File: src/logic/tec16_pkg.sv
// constants, carriers and state layout of the 16-bit timer/event counter
// assumes an apb master on the same clock as the counter
package tec16_pkg;

  // --------------------------------------------------------------
  // bus and register map
  // --------------------------------------------------------------
  localparam int unsigned ADDR_W = 8;
  localparam int unsigned DATA_W = 32;
  localparam logic [ADDR_W-1:0] IDX_CNT_HI = 8'h0C;
  localparam logic [ADDR_W-1:0] IDX_CNT_LO = 8'h0D;
  localparam logic [ADDR_W-1:0] IDX_CTRL = 8'h0E;
  localparam logic [ADDR_W-1:0] IDX_IRQ = 8'h0F;
  localparam logic [ADDR_W-1:0] ADDR_CNT_HI = {IDX_CNT_HI[ADDR_W-3:0], 2'h0};
  localparam logic [ADDR_W-1:0] ADDR_CNT_LO = {IDX_CNT_LO[ADDR_W-3:0], 2'h0};
  localparam logic [ADDR_W-1:0] ADDR_CTRL = {IDX_CTRL[ADDR_W-3:0], 2'h0};
  localparam logic [ADDR_W-1:0] ADDR_IRQ = {IDX_IRQ[ADDR_W-3:0], 2'h0};

  // --------------------------------------------------------------
  // field positions and reset values
  // --------------------------------------------------------------
  localparam int unsigned CTRL_EDGE = 3;
  localparam int unsigned CTRL_RUN = 4;
  localparam int unsigned CTRL_MODE_LO = 6;
  localparam int unsigned CTRL_MODE_HI = 7;
  localparam logic [7:0] CTRL_MASK = 8'hD8;
  localparam logic [7:0] CTRL_RESET = 8'h08;
  localparam int unsigned IRQ_EN_BIT = 2;
  localparam int unsigned IRQ_FLAG_BIT = 6;

  // --------------------------------------------------------------
  // modes and counts
  // --------------------------------------------------------------
  localparam logic [1:0] MODE_UNUSED = 2'h0;
  localparam logic [1:0] MODE_EVENT = 2'h1;
  localparam logic [1:0] MODE_TIMER = 2'h2;
  localparam logic [1:0] MODE_PULSE = 2'h3;
  localparam logic [1:0] DIV_LAST = 2'h3;
  localparam logic [15:0] CNT_MAX = 16'hFFFF;
  localparam logic [15:0] CNT_RESET = 16'h0000;

  // --------------------------------------------------------------
  // carriers
  // --------------------------------------------------------------
  typedef struct packed {
    logic [ADDR_W-1:0] paddr;
    logic psel;
    logic penable;
    logic pwrite;
    logic [3:0] pstrb;
    logic [DATA_W-1:0] pwdata;
  } tec16_apb_req_t;

  typedef struct packed {
    logic [DATA_W-1:0] prdata;
    logic pready;
    logic pslverr;
  } tec16_apb_rsp_t;

  typedef struct packed {
    logic ev_s1;
    logic ev_s2;
    logic ev_s3;
    logic [1:0] div;
    logic [15:0] cnt;
    logic [15:0] pre;
    logic [7:0] lbuf;
    logic [7:0] ctrl;
    logic flag;
    logic ie;
    logic meas;
    logic wake;
    logic [DATA_W-1:0] prdata;
  } tec16_state_t;

  localparam tec16_state_t STATE_RESET = '{
    ev_s1: 1'b0, ev_s2: 1'b0, ev_s3: 1'b0, div: 2'h0,
    cnt: CNT_RESET, pre: CNT_RESET, lbuf: 8'h00, ctrl: CTRL_RESET,
    flag: 1'b0, ie: 1'b0, meas: 1'b0, wake: 1'b0, prdata: 32'h0000_0000
  };

endpackage : tec16_pkg
File: src/logic/tec16_counter.sv
// 16-bit timer/event counter with buffered preload, apb slave
// assumes one clock, async active-low chip reset, pin input asynchronous
//
// Contract
// - 16-bit up-counter, pin or clock divided by 4
// - low byte write fills only holding buffer
// - high byte write loads preload with buffer
// - high read latches low byte; read high first
// - two-bit mode selects event, timer or pulse
// - mode codes 01 event, 10 timer, 11 pulse
// - overflow reloads preload and sets overflow flag
// - event mode edge select 1 falling, 0 rising
// - pulse mode counts between edges, then clears run
// - finished measurement holds until run set again
// - pulse mode uses pin transitions, not levels
// - pulse mode overflow reloads and flags too
// - run bit enables counting; software stops it
// - overflow is a halt wake-up event
// - interrupt enable zero suppresses overflow service
// - preload write while stopped loads counter too
// - control bits 0 to 2 read zero
// - chip reset turns timer off, control 08h
//
// The APB register port was chosen for this implementation.
`timescale 1ns/1ps
module tec16_counter (
  input wire logic SYS_CLK_IN,
  input wire logic RESET_N_IN,
  input wire tec16_pkg::tec16_apb_req_t APB_REQ_IN,
  output tec16_pkg::tec16_apb_rsp_t APB_RSP_OUT,
  input wire logic EVENT_INPUT_PIN_IN,
  output logic OVERFLOW_IRQ_OUT,
  output logic WAKEUP_OUT
);
  import tec16_pkg::*;

  // ------------------------------------------------------------
  // state and decode
  // ------------------------------------------------------------
  tec16_state_t q;
  tec16_state_t d;

  logic [1:0] mode;
  logic run;
  logic edge_sel;
  logic rise;
  logic fall;
  logic tick;
  logic ev_edge;
  logic start_edge;
  logic stop_edge;
  logic inc;
  logic ovf;
  logic setup;
  logic access;
  logic wr;
  logic hit_hi;
  logic hit_lo;
  logic hit_ctrl;
  logic hit_irq;
  logic hit;

  assign mode = q.ctrl[CTRL_MODE_HI:CTRL_MODE_LO];
  assign run = q.ctrl[CTRL_RUN];
  assign edge_sel = q.ctrl[CTRL_EDGE];

  // edges seen only past the second sync stage
  assign rise = q.ev_s2 & ~q.ev_s3;
  assign fall = ~q.ev_s2 & q.ev_s3;
  assign tick = (q.div == DIV_LAST);
  assign ev_edge = edge_sel ? fall : rise;
  assign start_edge = edge_sel ? rise : fall;
  assign stop_edge = edge_sel ? fall : rise;

  assign inc = run & (((mode == MODE_EVENT) & ev_edge)
    | ((mode == MODE_TIMER) & tick)
    | ((mode == MODE_PULSE) & q.meas & tick));
  assign ovf = inc & (q.cnt == CNT_MAX);

  assign setup = APB_REQ_IN.psel & ~APB_REQ_IN.penable;
  assign access = APB_REQ_IN.psel & APB_REQ_IN.penable;
  assign wr = access & APB_REQ_IN.pwrite & APB_REQ_IN.pstrb[0];
  assign hit_hi = (APB_REQ_IN.paddr == ADDR_CNT_HI);
  assign hit_lo = (APB_REQ_IN.paddr == ADDR_CNT_LO);
  assign hit_ctrl = (APB_REQ_IN.paddr == ADDR_CTRL);
  assign hit_irq = (APB_REQ_IN.paddr == ADDR_IRQ);
  assign hit = hit_hi | hit_lo | hit_ctrl | hit_irq;

  // ------------------------------------------------------------
  // next state
  // ------------------------------------------------------------
  always_comb begin
    d = q;
    d.wake = 1'b0;
    d.ev_s1 = EVENT_INPUT_PIN_IN;
    d.ev_s2 = q.ev_s1;
    d.ev_s3 = q.ev_s2;
    d.div = q.div + 2'h1;

    // pulse width: arm, measure, finish
    if ((mode == MODE_PULSE) && run) begin
      if (!q.meas && start_edge) begin
        d.meas = 1'b1;
      end else if (q.meas && stop_edge) begin
        d.meas = 1'b0;
        d.ctrl[CTRL_RUN] = 1'b0;
      end
    end else begin
      d.meas = 1'b0;
    end

    // read side effects, sampled in the setup cycle
    if (setup && !APB_REQ_IN.pwrite) begin
      if (hit_hi) begin
        d.prdata = {24'h000000, q.cnt[15:8]};
        d.lbuf = q.cnt[7:0];
      end else if (hit_lo) begin
        d.prdata = {24'h000000, q.lbuf};
      end else if (hit_ctrl) begin
        d.prdata = {24'h000000, q.ctrl & CTRL_MASK};
      end else if (hit_irq) begin
        d.prdata = 32'h0000_0000;
        d.prdata[IRQ_FLAG_BIT] = q.flag;
        d.prdata[IRQ_EN_BIT] = q.ie;
      end else begin
        d.prdata = 32'h0000_0000;
      end
    end

    // counting
    if (inc) begin
      if (ovf) begin
        d.cnt = q.pre;
      end else begin
        d.cnt = q.cnt + 16'h0001;
      end
    end

    // register writes, taken in the access cycle
    if (wr) begin
      if (hit_lo) begin
        d.lbuf = APB_REQ_IN.pwdata[7:0];
      end else if (hit_hi) begin
        d.pre = {APB_REQ_IN.pwdata[7:0], q.lbuf};
        if (!run) begin
          d.cnt = {APB_REQ_IN.pwdata[7:0], q.lbuf};
        end
      end else if (hit_ctrl) begin
        d.ctrl = APB_REQ_IN.pwdata[7:0] & CTRL_MASK;
      end else if (hit_irq) begin
        d.ie = APB_REQ_IN.pwdata[IRQ_EN_BIT];
        d.flag = APB_REQ_IN.pwdata[IRQ_FLAG_BIT];
      end
    end

    // overflow set wins over a same-cycle clear
    if (ovf) begin
      d.flag = 1'b1;
      d.wake = 1'b1;
    end
  end

  // ------------------------------------------------------------
  // registers
  // ------------------------------------------------------------
  always_ff @(posedge SYS_CLK_IN or negedge RESET_N_IN) begin
    if (!RESET_N_IN) begin
      q <= STATE_RESET;
    end else begin
      q <= d;
    end
  end

  // ------------------------------------------------------------
  // outputs
  // ------------------------------------------------------------
  assign APB_RSP_OUT.prdata = q.prdata;
  assign APB_RSP_OUT.pready = 1'b1;
  assign APB_RSP_OUT.pslverr = access & ~hit;
  assign OVERFLOW_IRQ_OUT = q.flag & q.ie;
  assign WAKEUP_OUT = q.wake;

  logic wr_hi;
  logic wr_lo;
  logic rd_hi;
  logic rd_ctrl;
  assign wr_hi = wr & hit_hi;
  assign wr_lo = wr & hit_lo;
  assign rd_hi = setup & ~APB_REQ_IN.pwrite & hit_hi;
  assign rd_ctrl = setup & ~APB_REQ_IN.pwrite & hit_ctrl;

  logic rd_lo;
  logic rd_any;
  logic wr_ctrl;
  logic wr_irq;
  assign rd_lo = setup & ~APB_REQ_IN.pwrite & hit_lo;
  assign rd_any = setup & ~APB_REQ_IN.pwrite;
  assign wr_ctrl = wr & hit_ctrl;
  assign wr_irq = wr & hit_irq;
endmodule : tec16_counter

File: config.mk
export PLATFORM = sky130hd
export DESIGN_NAME = tec16_counter
export DESIGN_NICKNAME = d
export VERILOG_FILES = /design/src/logic/tec16_pkg.sv /design/src/logic/tec16_counter.sv
export SDC_FILE = /design/constraint.sdc
export NUM_CORES = 1
export LEC_CHECK = 0
export ABC_CLOCK_PERIOD_IN_PS = 2880
export BUFFER_PORTS_ARGS = -buffer_cell sky130_fd_sc_hd__buf_2
export CORE_UTILIZATION = 45
export CTS_BUF_LIST = sky130_fd_sc_hd__clkbuf_16
export CTS_CLUSTER_SIZE = 16
export DETAILED_ROUTE_END_ITERATION = 12
export HOLD_SLACK_MARGIN = 0.08
export PLACE_DENSITY = 0.75
export SKIP_LAST_GASP = 1
export SYNTH_ARGS = -nofsm -noshare
export SYNTH_HDL_FRONTEND = slang
export SYNTH_SLANG_ARGS = --single-unit
export TNS_END_PERCENT = 20
File: constraint.sdc
create_clock -name SYS_CLK_IN -period 2.88 [get_ports SYS_CLK_IN]
set_input_delay 0.432 -clock SYS_CLK_IN [delete_from_list [all_inputs] [get_ports SYS_CLK_IN]]
set_output_delay 0.432 -clock SYS_CLK_IN [all_outputs]
set_load 0.03 [all_outputs]
Word-level counts from Yosys, hierarchy flattened. Index checks and enable logic that the tools add are counted.

Register bits after elaboration: 85. Bits of input ports: 50. Output and inout bits: 36. Logic and storage cells: 95.

Add/subtract/negate cells: 2. Equal/unequal tests: 13. Muxes and demuxes: 28. Bitwise gates (word level): 26. Reduce and logical (&&, ||, !) cells: 12.

Operator list (number): $mux 32 (2); $mux 8 (7); $mux 50 (1); $mux 16 (3); $eq 8x6->1 const B (4); $mux 10 (2); $add 16x1->16 const B (1); $eq 16x16->1 const B (1); $and 1x1->1 (14); $mux 1 (10); $reduce_and 5->1 (2); $mux 7 (1); $not 1->1 (7); $eq 2x2->1 const B (3); $ne 2x2->1 const B (3); $or 1x1->1 (5); $logic_and 1x1->1 (4); $mux 2 (2); $reduce_and 4->1 (1); $reduce_bool 2->1 (2); $ne 3x1->1 const B (1); $reduce_and 3->1 (1); $add 2x1->2 const B (1); $eq 2x1->1 const B (1); $logic_not 1->1 (2).

Logic depth before layout (Yosys ltp). Gate-level depths: netlist (run 1).

Depth in word-level cells: 15. Mapped depth: 7. Depth with buffers taken out: 6.

Worst setup path after synthesis (run 1). OpenSTA, ideal clock, no wires.

Path type: input port to flip-flop. Start: in APB_REQ_IN[45] (netlist name). End: reg q[60] (netlist name). Library setup time: 125 ps. Data arrival time: 1799 ps. Data required time: 2755 ps. Setup slack: 956 ps. Stages: 5. Buffers on the path: 1. Cells stage by stage: and4bb_2 > nand2_2 > nor4b_4 > buf_6 > mux2_2.

Cells in the longest elaborated chain, start to end: 3. Elaborated cells on any way between the ends: 4. Those cells by class: eq/ne (2); bitwise (1); reduce/logical (1).

RTL lines: start: declaration (line tec16_counter.sv:29) `input wire tec16_pkg::tec16_apb_req_t APB_REQ_IN,`; $eq 8x6->1 (line tec16_counter.sv:84) `assign hit_lo = (APB_REQ_IN.paddr == ADDR_CNT_LO);`; $not 1->1 (no source line); $reduce_and 3->1 (no source line) *; end signal: assignment (line tec16_counter.sv:168) `q <= STATE_RESET;`; end signal: assignment (line tec16_counter.sv:170) `q <= d;`; end: declaration (line tec16_counter.sv:40) `tec16_state_t q;`.

Every way passes the cells marked *; elsewhere a longest branch is shown, timed or not. A chain may end at the register's enable or synchronous reset.

==> results of run 1 <==
==> metal layers <==
metal | vias up | share of wire (%) | routed length [µm]
met4 | 0 | 2.1 | 157
met5 | - | 0 | 0
li1 | 1178 | - | -
met3 | 16 | 6.1 | 456
met1 | 1263 | 45 | 3333
met2 | 88 | 47 | 3477
==> placed cells by master, fill, tap and decap left out, types with 2 or more instances in the layout <==
cell	Yosys	routed
o21ai_0	12	12
o2111ai_1	3	3
nand2_1	30	30
mux2_2	14	14
nand3_1	7	7
a31oi_1	6	6
a21oi_1	11	11
nand3_4	2	2
and2_1	2	2
xor2_1	4	4
a211oi_1	2	2
a22o_1	6	6
nand4_1	4	4
conb_1	2	25
and3_1	3	3
o221a_2	3	3
buf_2	0	33
nor3_1	13	13
o22ai_1	12	12
ha_1	2	2
xnor2_1	6	6
buf_4	34	4
nand2_2	2	2
mux2i_1	16	16
dfrtp_1	60	60
mux2_1	4	4
clkbuf_16	0	9
clkinv_2	0	2
inv_1	8	12
nor2_1	21	21
and4_1	3	3
==> registers in the layout (all words and copies together) (netlist names) <==
| register | count |
|---|---|
| d | 2 |
| q | 47 |
| WAKEUP_OUT | 1 |
| APB_RSP_OUT | 8 |
| mode | 2 |
| edge_sel | 1 |
==> how the worst min path moves through the flow <==
| stage | from | to | slack, ns | cells after the start |
|---|---|---|---|---|
| floorplan | RESET_N_IN | APB_RSP_OUT[2] | 0.14 | 0 |
| global placement | d[87] | d[86] | 0.33 | 0 |
| detailed placement | d[87] | d[86] | 0.33 | 0 |
| CTS | EVENT_INPUT_PIN_IN | d[87] | 0.21 | 1 |
| global route | EVENT_INPUT_PIN_IN | d[87] | 0.21 | 1 |
| finish | EVENT_INPUT_PIN_IN | d[87] | 0.21 | 1 |
==> area by class of cell <==
class | instances | area, µm² | share of cell area (%)
multi-input cells | 237 | 1607 | 42.99
clock buffers | 9 | 225.2 | 6.026
clock inverters | 7 | 28.78 | 0.7700
inverters | 8 | 30.03 | 0.8035
repair buffers | 37 | 195.2 | 5.223
well taps | 99 | 123.9 | 3.314
flip-flops and latches | 61 | 1528 | 40.88
==> through the flow <==
step | area [µm²] | hold slack (ns) | std cells | total power, mW | util, %
after floorplan | 3487 | 0.1364 | 350 | 1.627 | -
after global placement | 3483 | 0.3322 | 442 | 1.748 | 47.77
after detailed placement | 3483 | 0.3347 | 442 | 1.767 | 47.77
after CTS | 3737 | 0.2077 | 458 | 2.682 | 51.25
after global routing | 3737 | 0.2102 | 458 | 2.807 | 51.25
final | 3737 | 0.2074 | 458 | 2.686 | 51.25
==> cells by family (layout without fill, tap and decap cells) <==
family,count (synthesis),count (layout)
simple gates,103,103
compound gates,62,62
other cells,2,25
buf+inv,52,61
mux,35,35
fa+ha+maj,2,2
xor+xnor,10,10
flops,61,61
==> power by group through the flow <==
stage          Clock, mW  Combinational (mW)  Sequential [mW]
2_1_floorplan          0               0.516             1.11
3_3_place_gp           0               0.593             1.16
3_5_place_dp           0               0.606             1.16
4_1_cts            0.920               0.613             1.15
5_1_grt            0.955               0.678             1.17
6_report           0.914               0.618             1.15
==> synthesized netlist by cell type (3+ instances only) <==
| cell | instances |
|---|---|
| xor2_1 | 4 |
| nor3_1 | 13 |
| o2111ai_1 | 3 |
| clkbuf_1 | 5 |
| and3_1 | 3 |
| dfrtp_1 | 60 |
| mux2_2 | 14 |
| a21oi_1 | 11 |
| a22o_1 | 6 |
| inv_1 | 8 |
| o21ai_0 | 12 |
| o22ai_1 | 12 |
| buf_4 | 34 |
| nand2_1 | 30 |
| xnor2_1 | 6 |
| buf_6 | 4 |
| nand4_1 | 4 |
| o221a_2 | 3 |
| and4_1 | 3 |
| nand3_1 | 7 |
| mux2i_1 | 16 |
| nor2_1 | 21 |
| mux2_1 | 4 |
| a31oi_1 | 6 |
==> impl_summary.md, run 1 <==
Clock tree
The clock net in this run drives a total of 61 sinks. After clock tree synthesis, the clock-pin slew on the worst setup and hold paths is roughly 0.050 ns. The hold buffer count at cts is 0. Buffers inserted during clock tree synthesis total 9. The cell sitting at the root of the clock tree is a clkbuf_16. The longest clock path from root to sink contains 2 buffers. TritonCTS built the clock tree.

Post-CTS repair changed the size of 0 cells. The number of buffers inserted by post-CTS setup repair is 0. The clock tree synthesis step divided the H-tree into 3 levels. Clock latency on the worst-skew pair, taken at its later pin, is between 0.3 and 0.4 ns.

Synth
After synthesis, the largest family of logic cells by area is simple AND/OR/NAND/NOR gates. The multiplexer share of the synthesized area is a little under an eighth. The simple logic cell fraction of the synthesized area is between 15 and 20%. In this run, synthesis inferred 0 flip-flops with an integrated enable. The post-synthesis xor/xnor area fraction is roughly 2.6%.

Sequential cells were found to cover 44.92% of the synthesized design area. The largest total area in the synthesized netlist belongs to dfrtp_1. Summing every instance area after synthesis gives roughly 3400 µm². Counting every instance in the synthesized netlist gives around 330. The mean area per synthesized cell is ~10 µm². The count of unique library cells instantiated by Yosys is 56. Yosys attributes the largest share of cell area to dfrtp_1 44%, buf_4 7.5%, mux2i_1 4.7%. Synthesis inferred a little over 60 register bits. The share of synthesized cell area in full adder, half adder and majority cells is less than 1%. For this run, the leading register cell type out of synthesis is dfrtp_1.

The portion of synthesized cell area occupied by the leading cell type is between 40% and 50%. The warning count from the yosys run is 0. The fraction of registers with async set or reset after synthesis is 100.0%. The synthesized netlist devotes 12.51% of its cell area to compound gates.

Critical path
The signal arrival time at the worst endpoint is approximately 2.4 ns. The type of destination of the critical path is a flop. On the critical path, the stage with the largest delay is an instance of nor4_4. The biggest fanout along the worst timing path is 14. The number of cells on the worst reg-to-reg path is 6.

Tracing the worst setup path back leads to its startpoint at q[68]. The critical path in this run is classified as flop to flop. The terminus of the critical flop-to-flop path is q[81]. The dominant delay contributor by cell family on the critical path is simple AND/OR/NAND/NOR gates. The count of cell instances traversed by the critical path is 6.

In this run the worst setup path terminates at q[81]. The worst-case register-to-register setup slack is roughly 0.68 ns. STA classifies the critical path startpoint as a flop.

STA puts the critical path data required time at between 3 and 4 ns. The start of the worst register-to-register path is q[68]. The delay of the slowest cell on the worst path is ~0.44 ns. Walking the worst path, the cells encountered are ha_1 > nand3_4 > nor4_4 > and2_4 > nand2_1 > o221a_2. The critical path contains buffers and inverters numbering 0 combined.

Routing
Dividing the detail-routed via count by the number of cells gives approximately 5.6. After detailed routing, the average wire length per cell comes to roughly 16 µm. The initial detailed-routing violation count is approximately 170.

The total length of routed wires is 7424 µm. The via count is about 2500. The number of antenna-violating nets in the routed design is 0. The first detailed-routing pass took 4 iterations. The number of remaining DRC errors is 0.

Power
In this run the power density over the cells is 718.6 nW/µm². The worst-case IR drop observed on VDD is 0.0003080 V. The analysis attributes to net switching a power of between 0.9 and 1 mW. Per report_power, the clock group accounts for about a third of the total. The share of total power dissipated in sequential elements is ~43%. Of the total power, combinational logic draws between 20% and 30%. For this design the static power due to leakage is 1.819 nW. The internal power is approximately 1.8 mW. The share of total power consumed by net switching is approximately 34%.

Floorplan
The starting utilization of the core area is ~47%. The floorplan core area is about 7300 µm². The width of the die is ~89 µm.

For this design the top-level I/O count stands at 86. The area of the die is roughly 7900 µm². In this run the vertical extent of the chip is between 80 and 90 µm.

The row count is 31.

Layout
The final net count is a little over 400. The repair_antennas step left the layout with diodes totalling 0. The ratio of cells with drive above 1 in the final layout is 22.84%. After filler insertion, the fill cell instance count of the layout stands at between 600 and 700. Compared with the post-synthesis result, the final layout area differs by 9.897%.

Placement
At the placement stage, the worst setup path has a slack of just under 0.6 ns. The quantity of I/O buffers inserted on ports is 33. Routability-driven placement finished with a final weighted congestion of roughly 0.85. After legalization and detailed placement, the total HPWL measured roughly 5000 µm.

GRT
The total overflow reported by the global router is 0. The first-pass GRT wire length is ~12000 µm. The via count of the first global-routing pass came to ~2400. For met2 alone, demand over resource in global routing was 32.10%. The maximum number of pins on one net before global-route repair is 62. For this run, the total global-route usage over all layers was measured as between 20 and 25%. In this run the most used layer during global routing was met2. The initial antenna violation count is 0. The fraction of met1 tracks used by global routing is between 20% and 30%. The fraction of met3 tracks used by global routing is 3.970%.

Timing
For the final routed database, the setup TNS stands at 0 ns. Of the available clock period, the critical path in the final layout requires approximately 76%. The final setup violation count is 0.

The transition at the pin with the smallest max-transition slack is ~0.76 ns. On the final layout, the worst clock skew is 0.008295 ns. Measured against its own limit, the worst slew margin works out to between 40% and 50%.

The number of max-slew violations in the final report came to 0. Static timing analysis puts the maximum clock frequency at around 0.45 GHz. The worst-case setup margin in the final layout is between 0.6 and 0.7 ns. The minimum clock period after layout is roughly 2.2 ns. Setup repair after global routing left no endpoint under its margin. The final hold violation count is 0.

Worst hold path
The type of the worst min-delay path is input pin to flop.

Run status
The run finished with clean final reports.

Run
The max capacitance violation total is 0.
No activity file was read; power rests on OpenSTA's default activity.
==> inputs of run 2 (changes only) <==
--- a/config.mk
+++ b/config.mk
@@ -5,7 +5,7 @@
 export SDC_FILE = /design/constraint.sdc
 export NUM_CORES = 1
 export LEC_CHECK = 0
-export ABC_CLOCK_PERIOD_IN_PS = 2880
+export ABC_CLOCK_PERIOD_IN_PS = 2300
 export BUFFER_PORTS_ARGS = -buffer_cell sky130_fd_sc_hd__buf_2
 export CORE_UTILIZATION = 45
 export CTS_BUF_LIST = sky130_fd_sc_hd__clkbuf_16
==> constraint.sdc (replaced) <==
create_clock -name SYS_CLK_IN -period 2.3 [get_ports SYS_CLK_IN]
set_input_delay 0.345 -clock SYS_CLK_IN [delete_from_list [all_inputs] [get_ports SYS_CLK_IN]]
set_output_delay 0.345 -clock SYS_CLK_IN [all_outputs]
set_load 0.03 [all_outputs]
==> impl_summary.md, run 2 (synthesis gave the netlist of run 1 again) <==
Placement
At the end of routability-driven placement, the weighted congestion stood at 0.8321. After legalization and detailed placement, the total HPWL measured ~5200 µm. Including well taps, the total number of placed cells is between 400 and 500.

Port buffering added 33 buffers. The post-place instance area is approximately 3500 µm².

Routing
After detailed routing, the average wire length per cell comes to ~16 µm. For this run, the detailed router's first-pass iteration total came to 4. The final layout contains routed wiring with a total length of approximately 7400 µm.

The via count is ~2600. Using the TritonRoute via totals, the vias-per-cell ratio works out to approximately 5.5. After detailed routing, the number of remaining DRC violations is 0. The number of antenna-violating nets in the routed design is 0. The initial detailed-routing violation count is approximately 150.

Clock tree
The clock net in this run drives a total of 61 sinks. In this run the post-CTS setup repair buffer count came out at 0. The post-CTS clock slew at the launch and capture registers of the worst setup and hold paths is 0.05 ns. TritonCTS built the clock tree. The number of levels in the clock H-tree is 3.

The buffer depth of the longest clock path is 2. At the later pin of the worst-skew pair, clock insertion delay measures 0.33 ns. The root buffer cell is clkbuf_16. Gates resized during post-CTS repair numbered 0. Clock tree synthesis inserted a total of 9 buffers.

GRT
For this run the aggregate overflow at the end of global routing stands at 0. The first global-routing pass estimated 12120 µm of wire. The maximum number of pins on one net before global-route repair is 38. The global router's overall resource usage is roughly a fifth. The via count of the first global-routing pass came to ~2500. The initial antenna violation count is 0.

Layout
The most common cell after layout, fill and taps aside is dfrtp_1. The register with the most flip-flops is q. The net count of the finished layout is between 400 and 500.

Relative to the synthesized area, the layout overhead comes to 13.69%. The final non-filler cell area is 3866 µm². The number of antenna diodes in the final layout is 0.

The register with the most flip-flops in the layout has 47 of them. The finished layout holds 463 standard cells, fillers aside. The library cells used most frequently in the layout, excluding fill and tap cells, are 60 x dfrtp_1, 33 x buf_2, 30 x nand2_1. The post-layout utilization of the core is between 50% and 60%. The ratio of cells with drive above 1 in the final layout is 23.90%.

Critical path
At the worst endpoint, the required time is around 2.5 ns. The signal arrival time at the worst endpoint is around 2.2 ns. The kind of start point of the critical path is a flop. The classification of the worst setup path is flop to flop.

The worst setup path is captured at a flop. In this run the worst path has a maximum fanout of 13.

Floorplan
The area of the die is about 8000 µm². After floorplanning, the core was divided into 31 placement rows. After floorplanning, the core was sized to cover between 7000 and 8000 µm². The chip height is 88.93 µm. In this run the horizontal extent of the chip is 88.93 µm. The number of I/O pins is between 80 and 90. The starting utilization of the core area is between 40% and 50%.

Timing
The final hold violation count is 0. The transition at the pin with the smallest max-transition slack is 0.5731 ns. The number of max-slew violations in the final report is 0.

The final setup violation count is 0. The minimum clock period after layout is between 2 and 2.5 ns. Setup repair after global routing left no endpoint under its margin.

Based on the critical path, the design can be clocked at up to a little under 0.5 GHz. The final clock period utilization by the worst path is approximately 90%. The final setup skew is ~0.004 ns. The accumulated negative setup slack is 0 ns.

In this run the tightest slew margin relative to its limit is between 60% and 70%.

Power
Summed over all cells, the static leakage comes to about 1.9 nW. The areal power density over the cells is between 900 and 1000 nW/µm². The overall power is 3.720 mW.

VDD sags by at most 0.0004653 V.

Run
The max capacitance violation total is 0.

Run status
The flow ran to the end, and the final reports show no timing, DRC or antenna violations.

Worst hold path
The tightest min-delay check is of the input pin to flop type.
## run 2: final timing paths
check / slack (ns) / depth (start not counted) / to / start
hold reg to reg: 0.35 / 0 / d[86] / d[87]
setup reg to reg: 0.28 / 5 / q[72] / edge_sel
setup / recovery: 0.28 / 5 / q[72] / edge_sel
hold / removal: 0.12 / 1 / d[87] / EVENT_INPUT_PIN_IN
max in group asynchronous: 1.10 / 3 / edge_sel / RESET_N_IN
min in group asynchronous: 0.55 / 2 / APB_RSP_OUT[8] / RESET_N_IN
## run 2: power breakdown
| part | internal (mW) | switching (mW) |
|---|---|---|
| logic | 0.322 | 0.449 |
| clock network | 1.04 | 0.461 |
| registers | 1.21 | 0.239 |
## run 2: final cells by class
class,instances,area (µm²)
inverters,8,30.03
well taps,99,123.9
fillers,661,3426
clock buffers,9,225.2
repair buffers,42,247.7
multi-input cells,237,1607
clock inverters,7,105.1
flip-flops and latches,61,1528
## run 2: through the flow
| stage | setup slack (ns) | hold slack, ns |
|---|---|---|
| 6_report | 0.2782 | 0.1194 |
| 5_1_grt | 0.1522 | 0.1059 |
| 4_1_cts | 0.2782 | 0.1091 |
| 3_5_place_dp | 0.2909 | 0.3355 |
| 3_3_place_gp | 0.3264 | 0.3319 |
| 2_1_floorplan | 0.4630 | 0.04941 |
## run 2: worst max-delay path: stages (launching register included)
cell,delay [ns]
dfstp_2,0.57
and3b_1,0.19
o2111ai_1,0.19
and2_2,0.36
a2111oi_0,0.47
a211oi_1,0.09
## run 2: timing repair
item,4_1_cts,5_1_grt
hold endpoints to repair,24,0
hold buffers,1,0
endpoints found under the setup margin,0,0
## run 2: routing by layer
| layer | global-route usage (%) | up-vias | part of all wire [%] |
|---|---|---|---|
| met4 | 11.40 | 0 | 1.5 |
| met2 | 33.78 | 85 | 48 |
| met3 | 4.801 | 8 | 5.9 |
| met1 | 26.71 | 1268 | 44 |
| li1 | - | 1197 | - |
| met5 | 0 | - | 0 |
